File: config.mk
export PLATFORM = sky130hd
export DESIGN_NAME = otg_status_irq_latch
export DESIGN_NICKNAME = d
export VERILOG_FILES = /design/src/design/otg_irq_pkg.sv /design/src/design/otg_status_irq_latch.sv
export VERILOG_INCLUDE_DIRS = /design/src /design/src/design
export SDC_FILE = /design/constraint.sdc
export NUM_CORES = 1
export LEC_CHECK = 0
export BUFFER_PORTS_ARGS = -buffer_cell sky130_fd_sc_hd__buf_2
export CELL_PAD_IN_SITES_DETAIL_PLACEMENT = 1
export CELL_PAD_IN_SITES_GLOBAL_PLACEMENT = 2
export CORE_ASPECT_RATIO = 0.9
export CORE_UTILIZATION = 36
export DETAILED_ROUTE_END_ITERATION = 10
export GPL_TIMING_DRIVEN = 0
export PLACE_DENSITY_LB_ADDON = 0.12
export SLEW_MARGIN = 30
export SYNTH_ARGS = -nofsm -noshare
export SYNTH_HDL_FRONTEND = slang
export SYNTH_SLANG_ARGS = --single-unit
File: constraint.sdc
create_clock -name clk_sys -period 2.15 [get_ports clk_sys]
set_clock_uncertainty 0.15 [all_clocks]
set_input_delay 0.3225 -clock clk_sys [delete_from_list [all_inputs] [get_ports clk_sys]]
set_output_delay 0.3225 -clock clk_sys [all_outputs]
set_load 0.01 [all_outputs]
File: src/design/otg_irq_cfg.svh
`ifndef OTG_IRQ_CFG_SVH
`define OTG_IRQ_CFG_SVH
`define LATCH_SET_ADDR 8'h0A
`define LATCH_CLR_ADDR 8'h0B
`define FALL_SET_ADDR 8'h0C
`define FALL_CLR_ADDR 8'h0D
`define RISE_SET_ADDR 8'h0E
`define RISE_CLR_ADDR 8'h0F
`define REG_RESET 8'h00
`define FALL_WRITABLE 8'hBF
`define FALL_RSVD_BIT 6
`endif

File: src/design/otg_irq_pkg.sv
package otg_irq_pkg;
  typedef logic [7:0] byte_t;
endpackage

File: src/design/otg_status_irq_latch.sv
`timescale 1ns/1ns
`include "otg_irq_cfg.svh"
module otg_status_irq_latch
  import otg_irq_pkg::*;
#(
  parameter int WIDTH = 8
) (
  // clock, reset, enable
  input wire logic clk_sys,
  input wire logic arst_n,
  input wire logic clk_en,
  // register port from the serial slave
  input wire logic reg_wr,
  input wire logic [7:0] reg_addr,
  input wire logic [7:0] reg_wdata,
  output logic [7:0] reg_rdata,
  output logic reg_hit,
  // status signals, bit 7 carkit down to bit 0 vbus valid
  input wire logic [WIDTH-1:0] status_in,
  // status levels after synchronising
  output logic [WIDTH-1:0] status_level,
  // interrupt pin
  output logic irq_n
);

  logic [WIDTH-1:0] sync1_reg;
  logic [WIDTH-1:0] sync2_reg;
  logic [WIDTH-1:0] prev_reg;
  byte_t latch_reg;
  byte_t latch_next;
  byte_t fall_reg;
  byte_t fall_next;
  byte_t rise_reg;
  byte_t rise_next;
  logic [WIDTH-1:0] rise_edge;
  logic [WIDTH-1:0] fall_edge;
  logic [WIDTH-1:0] edge_set;

  // address decode
  wire wr_lset = reg_wr && reg_addr == `LATCH_SET_ADDR;
  wire wr_lclr = reg_wr && reg_addr == `LATCH_CLR_ADDR;
  wire wr_fset = reg_wr && reg_addr == `FALL_SET_ADDR;
  wire wr_fclr = reg_wr && reg_addr == `FALL_CLR_ADDR;
  wire wr_rset = reg_wr && reg_addr == `RISE_SET_ADDR;
  wire wr_rclr = reg_wr && reg_addr == `RISE_CLR_ADDR;

  // per bit edge detection on the synchronised level
  genvar gi;
  generate
    for (gi = 0; gi < WIDTH; gi++) begin : g_edge
      assign rise_edge[gi] = sync2_reg[gi] && !prev_reg[gi];
      assign fall_edge[gi] = !sync2_reg[gi] && prev_reg[gi];
      assign edge_set[gi] = (rise_edge[gi] && rise_reg[gi]) || (fall_edge[gi] && fall_reg[gi]);
    end
  endgenerate

  // next values: clear first, then sets, so an edge wins over a clear
  assign latch_next = ((latch_reg & ~(wr_lclr ? reg_wdata : `REG_RESET))
                      | (wr_lset ? reg_wdata : `REG_RESET)) | edge_set;
  assign fall_next = ((fall_reg & ~(wr_fclr ? reg_wdata : `REG_RESET))
                     | (wr_fset ? reg_wdata : `REG_RESET)) & `FALL_WRITABLE;
  assign rise_next = (rise_reg & ~(wr_rclr ? reg_wdata : `REG_RESET))
                     | (wr_rset ? reg_wdata : `REG_RESET);

  // read mux: either address of a pair returns the contents
  assign reg_hit = (reg_addr == `LATCH_SET_ADDR) || (reg_addr == `LATCH_CLR_ADDR)
                   || (reg_addr == `FALL_SET_ADDR) || (reg_addr == `FALL_CLR_ADDR)
                   || (reg_addr == `RISE_SET_ADDR) || (reg_addr == `RISE_CLR_ADDR);
  assign reg_rdata = (wr_lset || wr_lclr || reg_addr == `LATCH_SET_ADDR || reg_addr == `LATCH_CLR_ADDR)
                     ? latch_reg
                     : (reg_addr == `FALL_SET_ADDR || reg_addr == `FALL_CLR_ADDR) ? fall_reg
                     : (reg_addr == `RISE_SET_ADDR || reg_addr == `RISE_CLR_ADDR) ? rise_reg
                     : `REG_RESET;
  assign status_level = prev_reg;

  // two flops against metastability, then the history flop that edges are judged against
  always_ff @(posedge clk_sys or negedge arst_n) begin
    if (!arst_n) begin
      sync1_reg <= '0;
      sync2_reg <= '0;
      prev_reg <= '0;
    end else if (clk_en) begin
      sync1_reg <= status_in;
      sync2_reg <= sync1_reg;
      prev_reg <= sync2_reg;
    end
  end

  // enable registers; fall bit 6 is masked in fall_next, so no write can set it
  always_ff @(posedge clk_sys or negedge arst_n) begin
    if (!arst_n) begin
      fall_reg <= `REG_RESET;
      rise_reg <= `REG_RESET;
    end else if (clk_en) begin
      fall_reg <= fall_next;
      rise_reg <= rise_next;
    end
  end

  // latch and pin; the pin is fed from latch_next so both move on the same edge
  always_ff @(posedge clk_sys or negedge arst_n) begin
    if (!arst_n) begin
      latch_reg <= `REG_RESET;
      irq_n <= 1'b1;
    end else if (clk_en) begin
      latch_reg <= latch_next;
      irq_n <= ~|latch_next;
    end
  end

  // pin follows the latch in the same cycle
  property p_irq_tracks;
    @(posedge clk_sys) disable iff (!arst_n) irq_n == ~|latch_reg;
  endproperty
  a_irq_tracks: assert property (p_irq_tracks) else $error("irq pin disagrees with latch");

  // a set bit keeps the pin low until a clear write comes
  property p_irq_hold;
    @(posedge clk_sys) disable iff (!arst_n) (!irq_n && !(clk_en && wr_lclr)) |=> !irq_n;
  endproperty
  a_irq_hold: assert property (p_irq_hold) else $error("irq released without a clear");

  // every enabled rising edge lands in its own latch bit
  property p_rise_sets;
    @(posedge clk_sys) disable iff (!arst_n)
      (clk_en && |(rise_edge & rise_reg))
      |=> ((latch_reg & $past(rise_edge & rise_reg)) == $past(rise_edge & rise_reg));
  endproperty
  a_rise_sets: assert property (p_rise_sets) else $error("enabled rise did not set latch");

  // every enabled falling edge lands in its own latch bit
  property p_fall_sets;
    @(posedge clk_sys) disable iff (!arst_n)
      (clk_en && |(fall_edge & fall_reg))
      |=> ((latch_reg & $past(fall_edge & fall_reg)) == $past(fall_edge & fall_reg));
  endproperty
  a_fall_sets: assert property (p_fall_sets) else $error("enabled fall did not set latch");

  // ones written at the set address force latch bits
  property p_wset;
    @(posedge clk_sys) disable iff (!arst_n)
      (clk_en && wr_lset) |=> ((latch_reg & $past(reg_wdata)) == $past(reg_wdata));
  endproperty
  a_wset: assert property (p_wset) else $error("set write did not set latch");

  // ones written at the clear address clear latch bits, unless an edge sets them again
  property p_wclr;
    @(posedge clk_sys) disable iff (!arst_n)
      (clk_en && wr_lclr) |=> ((latch_reg & $past(reg_wdata) & ~$past(edge_set)) == `REG_RESET);
  endproperty
  a_wclr: assert property (p_wclr) else $error("clear write did not clear latch");

  // the disconnect event has no falling enable
  property p_fall_rsvd;
    @(posedge clk_sys) disable iff (!arst_n) !fall_reg[`FALL_RSVD_BIT];
  endproperty
  a_fall_rsvd: assert property (p_fall_rsvd) else $error("reserved fall enable bit set");

  // ones written at the rise set address enable those bits
  property p_rise_wr;
    @(posedge clk_sys) disable iff (!arst_n)
      (clk_en && wr_rset) |=> ((rise_reg & $past(reg_wdata)) == $past(reg_wdata));
  endproperty
  a_rise_wr: assert property (p_rise_wr) else $error("rise enable set failed");

  // the level output lags the pins by three enabled edges; four in a row are asked here, one more than the path needs
  property p_sync;
    @(posedge clk_sys) disable iff (!arst_n) clk_en [*4] |-> status_level == $past(status_in, 3);
  endproperty
  a_sync: assert property (p_sync) else $error("status level lag wrong");

  // an edge that meets a clear in the same cycle still leaves its bit set
  property p_edge_wins;
    @(posedge clk_sys) disable iff (!arst_n)
      (clk_en && |edge_set) |=> ((latch_reg & $past(edge_set)) == $past(edge_set));
  endproperty
  a_edge_wins: assert property (p_edge_wins) else $error("edge lost against a clear");

  // a low enable freezes every flop, the pin and the level output included
  property p_freeze;
    @(posedge clk_sys) disable iff (!arst_n)
      !clk_en |=> ($stable(latch_reg) && $stable(fall_reg) && $stable(rise_reg) && $stable(irq_n)
                  && $stable(status_level));
  endproperty
  a_freeze: assert property (p_freeze) else $error("state moved while clock enable was low");

  // ones written at the fall set address enable every bit but the reserved one
  property p_fall_wr;
    @(posedge clk_sys) disable iff (!arst_n)
      (clk_en && wr_fset)
      |=> ((fall_reg & $past(reg_wdata) & `FALL_WRITABLE) == ($past(reg_wdata) & `FALL_WRITABLE));
  endproperty
  a_fall_wr: assert property (p_fall_wr) else $error("fall enable set failed");

  // ones written at the fall clear address disable those bits
  property p_fall_clr;
    @(posedge clk_sys) disable iff (!arst_n)
      (clk_en && wr_fclr) |=> ((fall_reg & $past(reg_wdata)) == `REG_RESET);
  endproperty
  a_fall_clr: assert property (p_fall_clr) else $error("fall enable clear failed");

  // ones written at the rise clear address disable those bits
  property p_rise_clr;
    @(posedge clk_sys) disable iff (!arst_n)
      (clk_en && wr_rclr) |=> ((rise_reg & $past(reg_wdata)) == `REG_RESET);
  endproperty
  a_rise_clr: assert property (p_rise_clr) else $error("rise enable clear failed");

  // without a set write, a latch bit only comes up through an enabled edge
  property p_no_spurious;
    @(posedge clk_sys) disable iff (!arst_n)
      (clk_en && !wr_lset) |=> ((latch_reg & ~$past(latch_reg) & ~$past(edge_set)) == `REG_RESET);
  endproperty
  a_no_spurious: assert property (p_no_spurious) else $error("latch bit set without a cause");

  // the pin goes high only with an empty latch
  property p_irq_release;
    @(posedge clk_sys) disable iff (!arst_n) $rose(irq_n) |-> (latch_reg == `REG_RESET);
  endproperty
  a_irq_release: assert property (p_irq_release) else $error("irq released with latch bits set");

  // both latch addresses read back the latch
  property p_rd_latch;
    @(posedge clk_sys) disable iff (!arst_n)
      (reg_addr == `LATCH_SET_ADDR || reg_addr == `LATCH_CLR_ADDR) |-> (reg_rdata == latch_reg);
  endproperty
  a_rd_latch: assert property (p_rd_latch) else $error("latch read back wrong");

  // both fall enable addresses read back the fall enables
  property p_rd_fall;
    @(posedge clk_sys) disable iff (!arst_n)
      (reg_addr == `FALL_SET_ADDR || reg_addr == `FALL_CLR_ADDR) |-> (reg_rdata == fall_reg);
  endproperty
  a_rd_fall: assert property (p_rd_fall) else $error("fall enable read back wrong");

  // both rise enable addresses read back the rise enables
  property p_rd_rise;
    @(posedge clk_sys) disable iff (!arst_n)
      (reg_addr == `RISE_SET_ADDR || reg_addr == `RISE_CLR_ADDR) |-> (reg_rdata == rise_reg);
  endproperty
  a_rd_rise: assert property (p_rd_rise) else $error("rise enable read back wrong");

  // addresses outside the map give no hit and read as zero, so the slave can refuse them
  property p_unmapped;
    @(posedge clk_sys) disable iff (!arst_n)
      ((reg_addr < `LATCH_SET_ADDR) || (reg_addr > `RISE_CLR_ADDR)) |-> (!reg_hit && reg_rdata == `REG_RESET);
  endproperty
  a_unmapped: assert property (p_unmapped) else $error("unmapped address answered");

endmodule // otg_status_irq_latch

==> results by group, run 1 <==
Pwr
  • Worst vdd ir: 0.295 mV
  • Clock power share: 29.8%
  • Switch share: 28.0%
  • Pleak: 1.30 nW
  • Switching Power: 618 uW
  • Pwr dens: 756 mW/mm2
  • Register share of total power: 51.7%
  • Gate power share: 18.6%
  • Pint: 1.59 mW

Floorplanning
  • Die Footprint: 0.00715 mm2
  • Die width: 89.0 um
  • I/O pin total: 46
  • Die H: 80.3 um
  • Initial Util: 37.3%
  • Cell Rows: 28
  • Core outline area: 0.00659 mm2

Route
  • Wire per inst: 17.9 um
  • DRT antenna net count: 0
  • Initial drt markers: 67
  • Post-Route WL: 6470 um
  • Drt first pass iters: 4
  • DRC: 0
  • Vias/cell: 5.22
  • Via count: 1,889

Synth
  • Synth area leader: dfrtp_1
  • Seq/Total Area, Yosys: 49.0%
  • Number of library cell types mapped by synthesis: 35
  • Mapped Area: 0.00245 mm2
  • Mean Syn Cell Area: 11.2 um2
  • Post-synthesis cell count: 219
  • Synth top area share: 47.9%
  • Post-synthesis net count: 247
  • Post-synth EDFFs: 0
  • Synth top area cells: dfrtp_1 48%, mux2_2 22%, nand2_1 3.7%
  • Synth warn: 0
  • Main flop type after synthesis: dfrtp_1
  • Synth Register Bits: 48
  • Most frequent cells after synthesis: 47 x dfrtp_1, 47 x mux2_2, 24 x nand2_1, 12 x nor2_1, 11 x inv_1
  • Synth async-reset ratio: 100%

Clocking
  • Clk slew on worst S/H paths: 0.09 ns
  • Clock sinks: 48
  • CTS tree: done
  • Clock Tree Buf Depth: 2
  • Cts bufs inserted: 5
  • H-tree depth: 2
  • Insertion delay of the later-clocked pin in the worst-skew pair: 0.30 ns
  • Root buffer cell: clkbuf_8
  • # Post-CTS Setup Buffers: 0

Final layout
  • Diode count: 0
  • Final Util: 44.4%
  • Fillcell total: 765
  • Layout area overhead: 19.0%
  • Share of layout cells above drive strength 1: 39.7%
  • Layout Nets: 299

Global routing
  • Gr usage total: 19.7%
  • Number of global-route vias before repair: 1,882
  • Busiest grt layer: met2
  • Met2 usage: 32.2%
  • GR Util met3: 3.49%
  • Total gr overflow: 0
  • Global-route wire length before repair: 10,200 um
  • GR Util met1: 26.9%
  • Initial antenna violation count: 0
  • Largest net degree at the start of global routing: 49

Timing
  • Fin crit share: 95.6%
  • Final hold slack: 0.0913 ns
  • Fin worst setup slack: 0.0952 ns
  • Relative slew margins: 47.9%
  • Final max-slew violation count: 0
  • Setup violators final: 0
  • Final hold violations: 0
  • Worst Tran Pin Value: 0.782 ns
  • Fmax: 487 MHz
  • Fin crit period: 2.05 ns
  • RSZ-0062 raised after global routing: no

Placement
  • Post-DP HPWL: 4550 um
  • PortBufs: 44
  • GP Congestion: 0.720
  • Setup WS pre-CTS: -0.417 ns

Critical path
  • Max FO, Critical Path: 5
  • Worst EP required: 2.25 ns
  • Critical path endpoint: irq_n
  • R2r worst-path depth: 5
  • Reg2Reg Capture Point: irq_n
  • Startpoint Class: primary input
  • CP Capture Type: flip-flop
  • FF-to-FF setup slack: 0.30 ns
  • Setup CP Type: primary input to flip-flop
  • Reg-to-Reg Start: rise_reg[4]
  • Worst EP arrival: 2.15 ns
  • Critical Path Source: reg_addr[2]

Outcome
  • Outcome: finished, final reports clean

Min path
  • Min-Delay Path Class: primary input to flip-flop

Flow run
  • Max Cap Viol: 0
## power groups by stage
stage	clock (mW)	combinational (mW)	sequential, mW
after floorplan	0	0.257	1.14
after global placement	0	0.400	1.15
after detailed placement	0	0.411	1.16
after CTS	0.685	0.416	1.14
after global routing	0.709	0.455	1.16
final	0.658	0.410	1.14
## per-layer routing
| layer | routed length, um | vias to the layer above | share of wire, % |
|---|---|---|---|
| li1 | - | 903 | - |
| met2 | 3080 | 31 | 48 |
| met1 | 3180 | 951 | 49 |
| met5 | 0 | - | 0 |
| met3 | 169 | 4 | 2.6 |
| met4 | 42 | 0 | 0.65 |
## cell usage in the layout (no fill, tap or decap), drive strengths merged
| master | instances |
|---|---|
| dfstp | 1 |
| clkbuf | 12 |
| nand3b | 8 |
| nand3 | 6 |
| clkinvlp | 1 |
| inv | 11 |
| nand4bb | 1 |
| a21o | 4 |
| o311ai | 4 |
| a22oi | 7 |
| nor3 | 2 |
| dlygate4sd3 | 1 |
| nor2b | 1 |
| and3b | 1 |
| buf | 47 |
| mux2 | 50 |
| mux2i | 1 |
| nor2 | 13 |
| clkinv | 1 |
| nor4 | 3 |
| nand2 | 24 |
| a21oi | 4 |
| a221oi | 2 |
| a31oi | 4 |
| a32o | 1 |
| o21ai | 3 |
| dfrtp | 47 |
| o21a | 4 |
| a41oi | 1 |
| bufinv | 1 |
| or4b | 1 |
| o31ai | 4 |
| or4 | 1 |
## final cells by class
| cell class | count | area [um2] | area share, % |
|---|---|---|---|
| plain buffers | 10 | 42.5 | 1.46 |
| multi-input cells | 150 | 1180 | 40.3 |
| clock buffers | 5 | 68.8 | 2.36 |
| repair buffers | 45 | 233 | 7.97 |
| inverters | 11 | 41.3 | 1.41 |
| flip-flops and latches | 48 | 1200 | 41.2 |
| clock inverters | 3 | 42.5 | 1.46 |
| well taps | 90 | 113 | 3.85 |
## cells by family (layout without fill, tap and decap cells)
kind of cell,count (synthesis),in the layout,synth area share (%)
flip-flops,48,48,49.0
AO/OA/AOI/OAI,38,38,11.4
multiplexers,51,51,23.3
AND/OR/NAND/NOR,61,61,13.0
buffers and inverters,21,74,3.26
## worst max-delay path: stages
cell and delay (ns):
buf_2 0.12, or4b_1 0.51, buf_2 0.19, o31ai_1 0.25, o311ai_1 0.19, nor4_1 0.35, a32o_1 0.21
## worst min path at each step
stage	startpoint	end	slack, ns	cells past startpoint
3_3_place_gp	sync1_reg[6]	sync2_reg[6]	0.34	1
4_1_cts	status_in[6]	sync1_reg[6]	0.08	2
5_1_grt	status_in[6]	sync1_reg[6]	0.08	2
2_1_floorplan	arst_n	fall_reg[0]	-0.12	0
3_5_place_dp	arst_n	status_level[2]	0.24	1
6_report	status_in[6]	sync1_reg[6]	0.09	2
## stage by stage
step / instance area (um2) / power (mW) / TNS, ns / cells
finish: 2920 / 2.21 / 0 / 362
global route: 2920 / 2.33 / 0 / 362
CTS: 2920 / 2.24 / 0 / 362
detailed placement: 2790 / 1.57 / -5.70 / 353
global placement: 2790 / 1.55 / -5.54 / 353
floorplan: 2450 / 1.40 / 0 / 219
## timing repair
item,4_1_cts,5_1_grt
resized for setup,4,0
hold endpoints to repair,47,0
hold buffers,1,0
setup endpoints to repair,14,1
pin swaps,0,1
Note: power is estimated with default switching activity, not from simulation.
==> run 2: changes to the inputs <==
--- a/config.mk
+++ b/config.mk
@@ -18,3 +18,4 @@
 export SYNTH_ARGS = -nofsm -noshare
 export SYNTH_HDL_FRONTEND = slang
 export SYNTH_SLANG_ARGS = --single-unit
+export TNS_END_PERCENT = 5
==> constraint.sdc (replaced) <==
create_clock -name clk_sys -period 2.33 [get_ports clk_sys]
set_clock_uncertainty 0.15 [all_clocks]
set_input_delay 0.3495 -clock clk_sys [delete_from_list [all_inputs] [get_ports clk_sys]]
set_output_delay 0.3495 -clock clk_sys [all_outputs]
set_load 0.01 [all_outputs]
==> results by group, run 2 (same netlist as run 1, synthesis figures left out) <==
Outcome
  • Outcome: finished, final reports clean

Clocking
  • Cts bufs inserted: 5 (unchanged)
  • Clk slew on worst S/H paths: 0.09 ns (about the same)
  • H-tree depth: 2 (unchanged)
  • Clock sinks: 48 (unchanged)
  • CTS tree: done
  • Clock Tree Buf Depth: 2 (unchanged)
  • Insertion delay of the later-clocked pin in the worst-skew pair: 0.30 ns (about the same)
  • Root buffer cell: clkbuf_8

Floorplanning
  • Cell Rows: 28 (unchanged)
  • Initial Util: 37.3% (unchanged)
  • Die width: 89.0 um (unchanged)
  • Core outline area: 0.00659 mm2 (unchanged)
  • I/O pin total: 46 (unchanged)
  • Die H: 80.3 um (unchanged)
  • Die Footprint: 0.00715 mm2 (unchanged)

Timing
  • Final max-slew violation count: 0 (unchanged)
  • Setup violators final: 0 (unchanged)
  • Final hold violations: 0 (unchanged)
  • Fin crit share: 97.3%
  • RSZ-0062 raised after global routing: yes
  • Relative slew margins: 46.5% (-1.3 points)
  • Final hold slack: 0.119 ns (+0.0273 ns)
  • Fin crit period: 2.27 ns
  • Worst Tran Pin Value: 0.802 ns (+0.0196 ns)
  • Fmax: 441 MHz

Route
  • Drt first pass iters: 4 (unchanged)
  • DRT antenna net count: 0 (unchanged)
  • Post-Route WL: 6490 um (+0.20%)
  • Vias/cell: 5.28 (+1.1%)
  • DRC: 0 (unchanged)
  • Initial drt markers: 86 (+28%)
  • Via count: 1,905 (+0.85%)
  • Wire per inst: 18.0 um (+0.48%)

Critical path
  • Setup CP Type: primary input to primary output
  • Worst EP required: 1.83 ns (-0.42 ns)
  • Max FO, Critical Path: 10 (+5)
  • Startpoint Class: primary input
  • Worst EP arrival: 1.77 ns (-0.38 ns)
  • CP Capture Type: primary output

Final layout
  • Finished Cell Area: 0.00291 mm2 (-0.26%)
  • Share of layout cells above drive strength 1: 38.7% (-0.96 points)
  • Most frequent cells in the layout: 47 x mux2_2, 47 x dfrtp_1, 44 x buf_2
  • Diode count: 0 (unchanged)
  • Layout area overhead: 18.7%
  • Multi-input gate area: 0.00118 mm2 (unchanged)
  • Seq. cell area: 0.00120 mm2 (unchanged)
  • Layout Nets: 298 (-0.33%)
  • Fillcell total: 765 (unchanged)

Placement
  • GP Congestion: 0.720 (unchanged)
  • Cell Area, Placed: 0.00279 mm2 (unchanged)
  • Post-DP HPWL: 4550 um (unchanged)
  • PortBufs: 44 (unchanged)

Global routing
  • Initial antenna violation count: 0 (unchanged)
  • Number of global-route vias before repair: 1,869 (-0.69%)
  • Gr usage total: 19.6% (-0.088 points)
  • Global-route wire length before repair: 10,100 um (-0.40%)
  • Total gr overflow: 0 (unchanged)
  • Largest net degree at the start of global routing: 49 (unchanged)

Pwr
  • Pleak: 1.29 nW (-0.76%)
  • Switch share: 28.0% (about the same)
  • Register share of total power: 51.7% (about the same)
  • Gate power share: 18.6% (about the same)
  • Clock power share: 29.7% (about the same)
  • Worst vdd ir: 0.273 mV (-7.6%)
  • Switching Power: 571 uW (-7.7%)
  • Pint: 1.47 mW (-7.8%)
  • Pwr dens: 699 mW/mm2 (-7.5%)

Flow run
  • Max Cap Viol: 0 (unchanged)

Min path
  • Min-Delay Path Class: primary input to flip-flop
[run 2: path summary, 6_finish.rpt]
path | cells after the start | slack [ns] | end | from
setup reg to reg | 5 | 0.48 | irq_n | rise_reg[4]
setup / recovery | 7 | 0.06 | reg_rdata[5] | reg_addr[2]
hold reg to reg | 1 | 0.36 | sync1_reg[1] | sync1_reg[1]
min in group asynchronous | 2 | 0.45 | status_level[2] | arst_n
max in group asynchronous | 2 | 1.16 | sync2_reg[6] | arst_n
hold / removal | 2 | 0.12 | sync1_reg[6] | status_in[6]
[run 2: metal layers]
metal / track usage [%] / up-vias / routed length, um
met1: 26.9 / 966 / 3180
met3: 3.49 / 4 / 193
met2: 31.9 / 37 / 3070
li1: - / 898 / -
met5: 0 / - / 0
met4: 5.24 / 0 / 42
[run 2: through the flow]
| stage | util (%) | instances | total power [mW] | worst slack (ns) | setup TNS, ns |
|---|---|---|---|---|---|
| detailed placement | 42.4 | 353 | 1.45 | -0.264 | -2.65 |
| finish | 44.2 | 361 | 2.04 | 0.0623 | 0 |
| floorplan | - | 219 | 1.29 | 0.350 | 0 |
| global route | 44.2 | 361 | 2.14 | -0.0383 | -0.0615 |
| CTS | 44.1 | 361 | 2.07 | 0.0508 | 0 |
| global placement | 42.3 | 353 | 1.43 | -0.241 | -2.70 |
[run 2: worst max-delay path, cell delays in order]
cell      delay (ns)
buf_2           0.11
clkbuf_1        0.46
nor2b_1         0.09
clkbuf_1        0.26
a22oi_1         0.26
nor2_1          0.06
buf_2           0.16
[run 2: final cells by class]
class	instances	area share, %
buffer	9	1.20
inverter	11	1.42
clock buffer	5	2.36
sequential	48	41.3
clock inverter	3	1.46
timing repair buffer	45	7.99
tap	90	3.86
multi-input combinational	150	40.4
[run 2: timing repair]
action / in CTS / in global routing
cloned: 0 / 0
hold buffers: 1 / 0
resized for setup: 0 / 1
setup endpoints to repair: 7 / 3
setup buffers: 0 / 0
hold endpoints to repair: 47 / 0
[run 2: power groups by stage]
stage               sequential (mW)  clock [mW]  combinational [mW]
floorplan                      1.05           0               0.237
global placement               1.06           0               0.369
detailed placement             1.07           0               0.379
CTS                            1.05       0.632               0.382
global route                   1.07       0.654               0.418
finish                         1.05       0.606               0.378
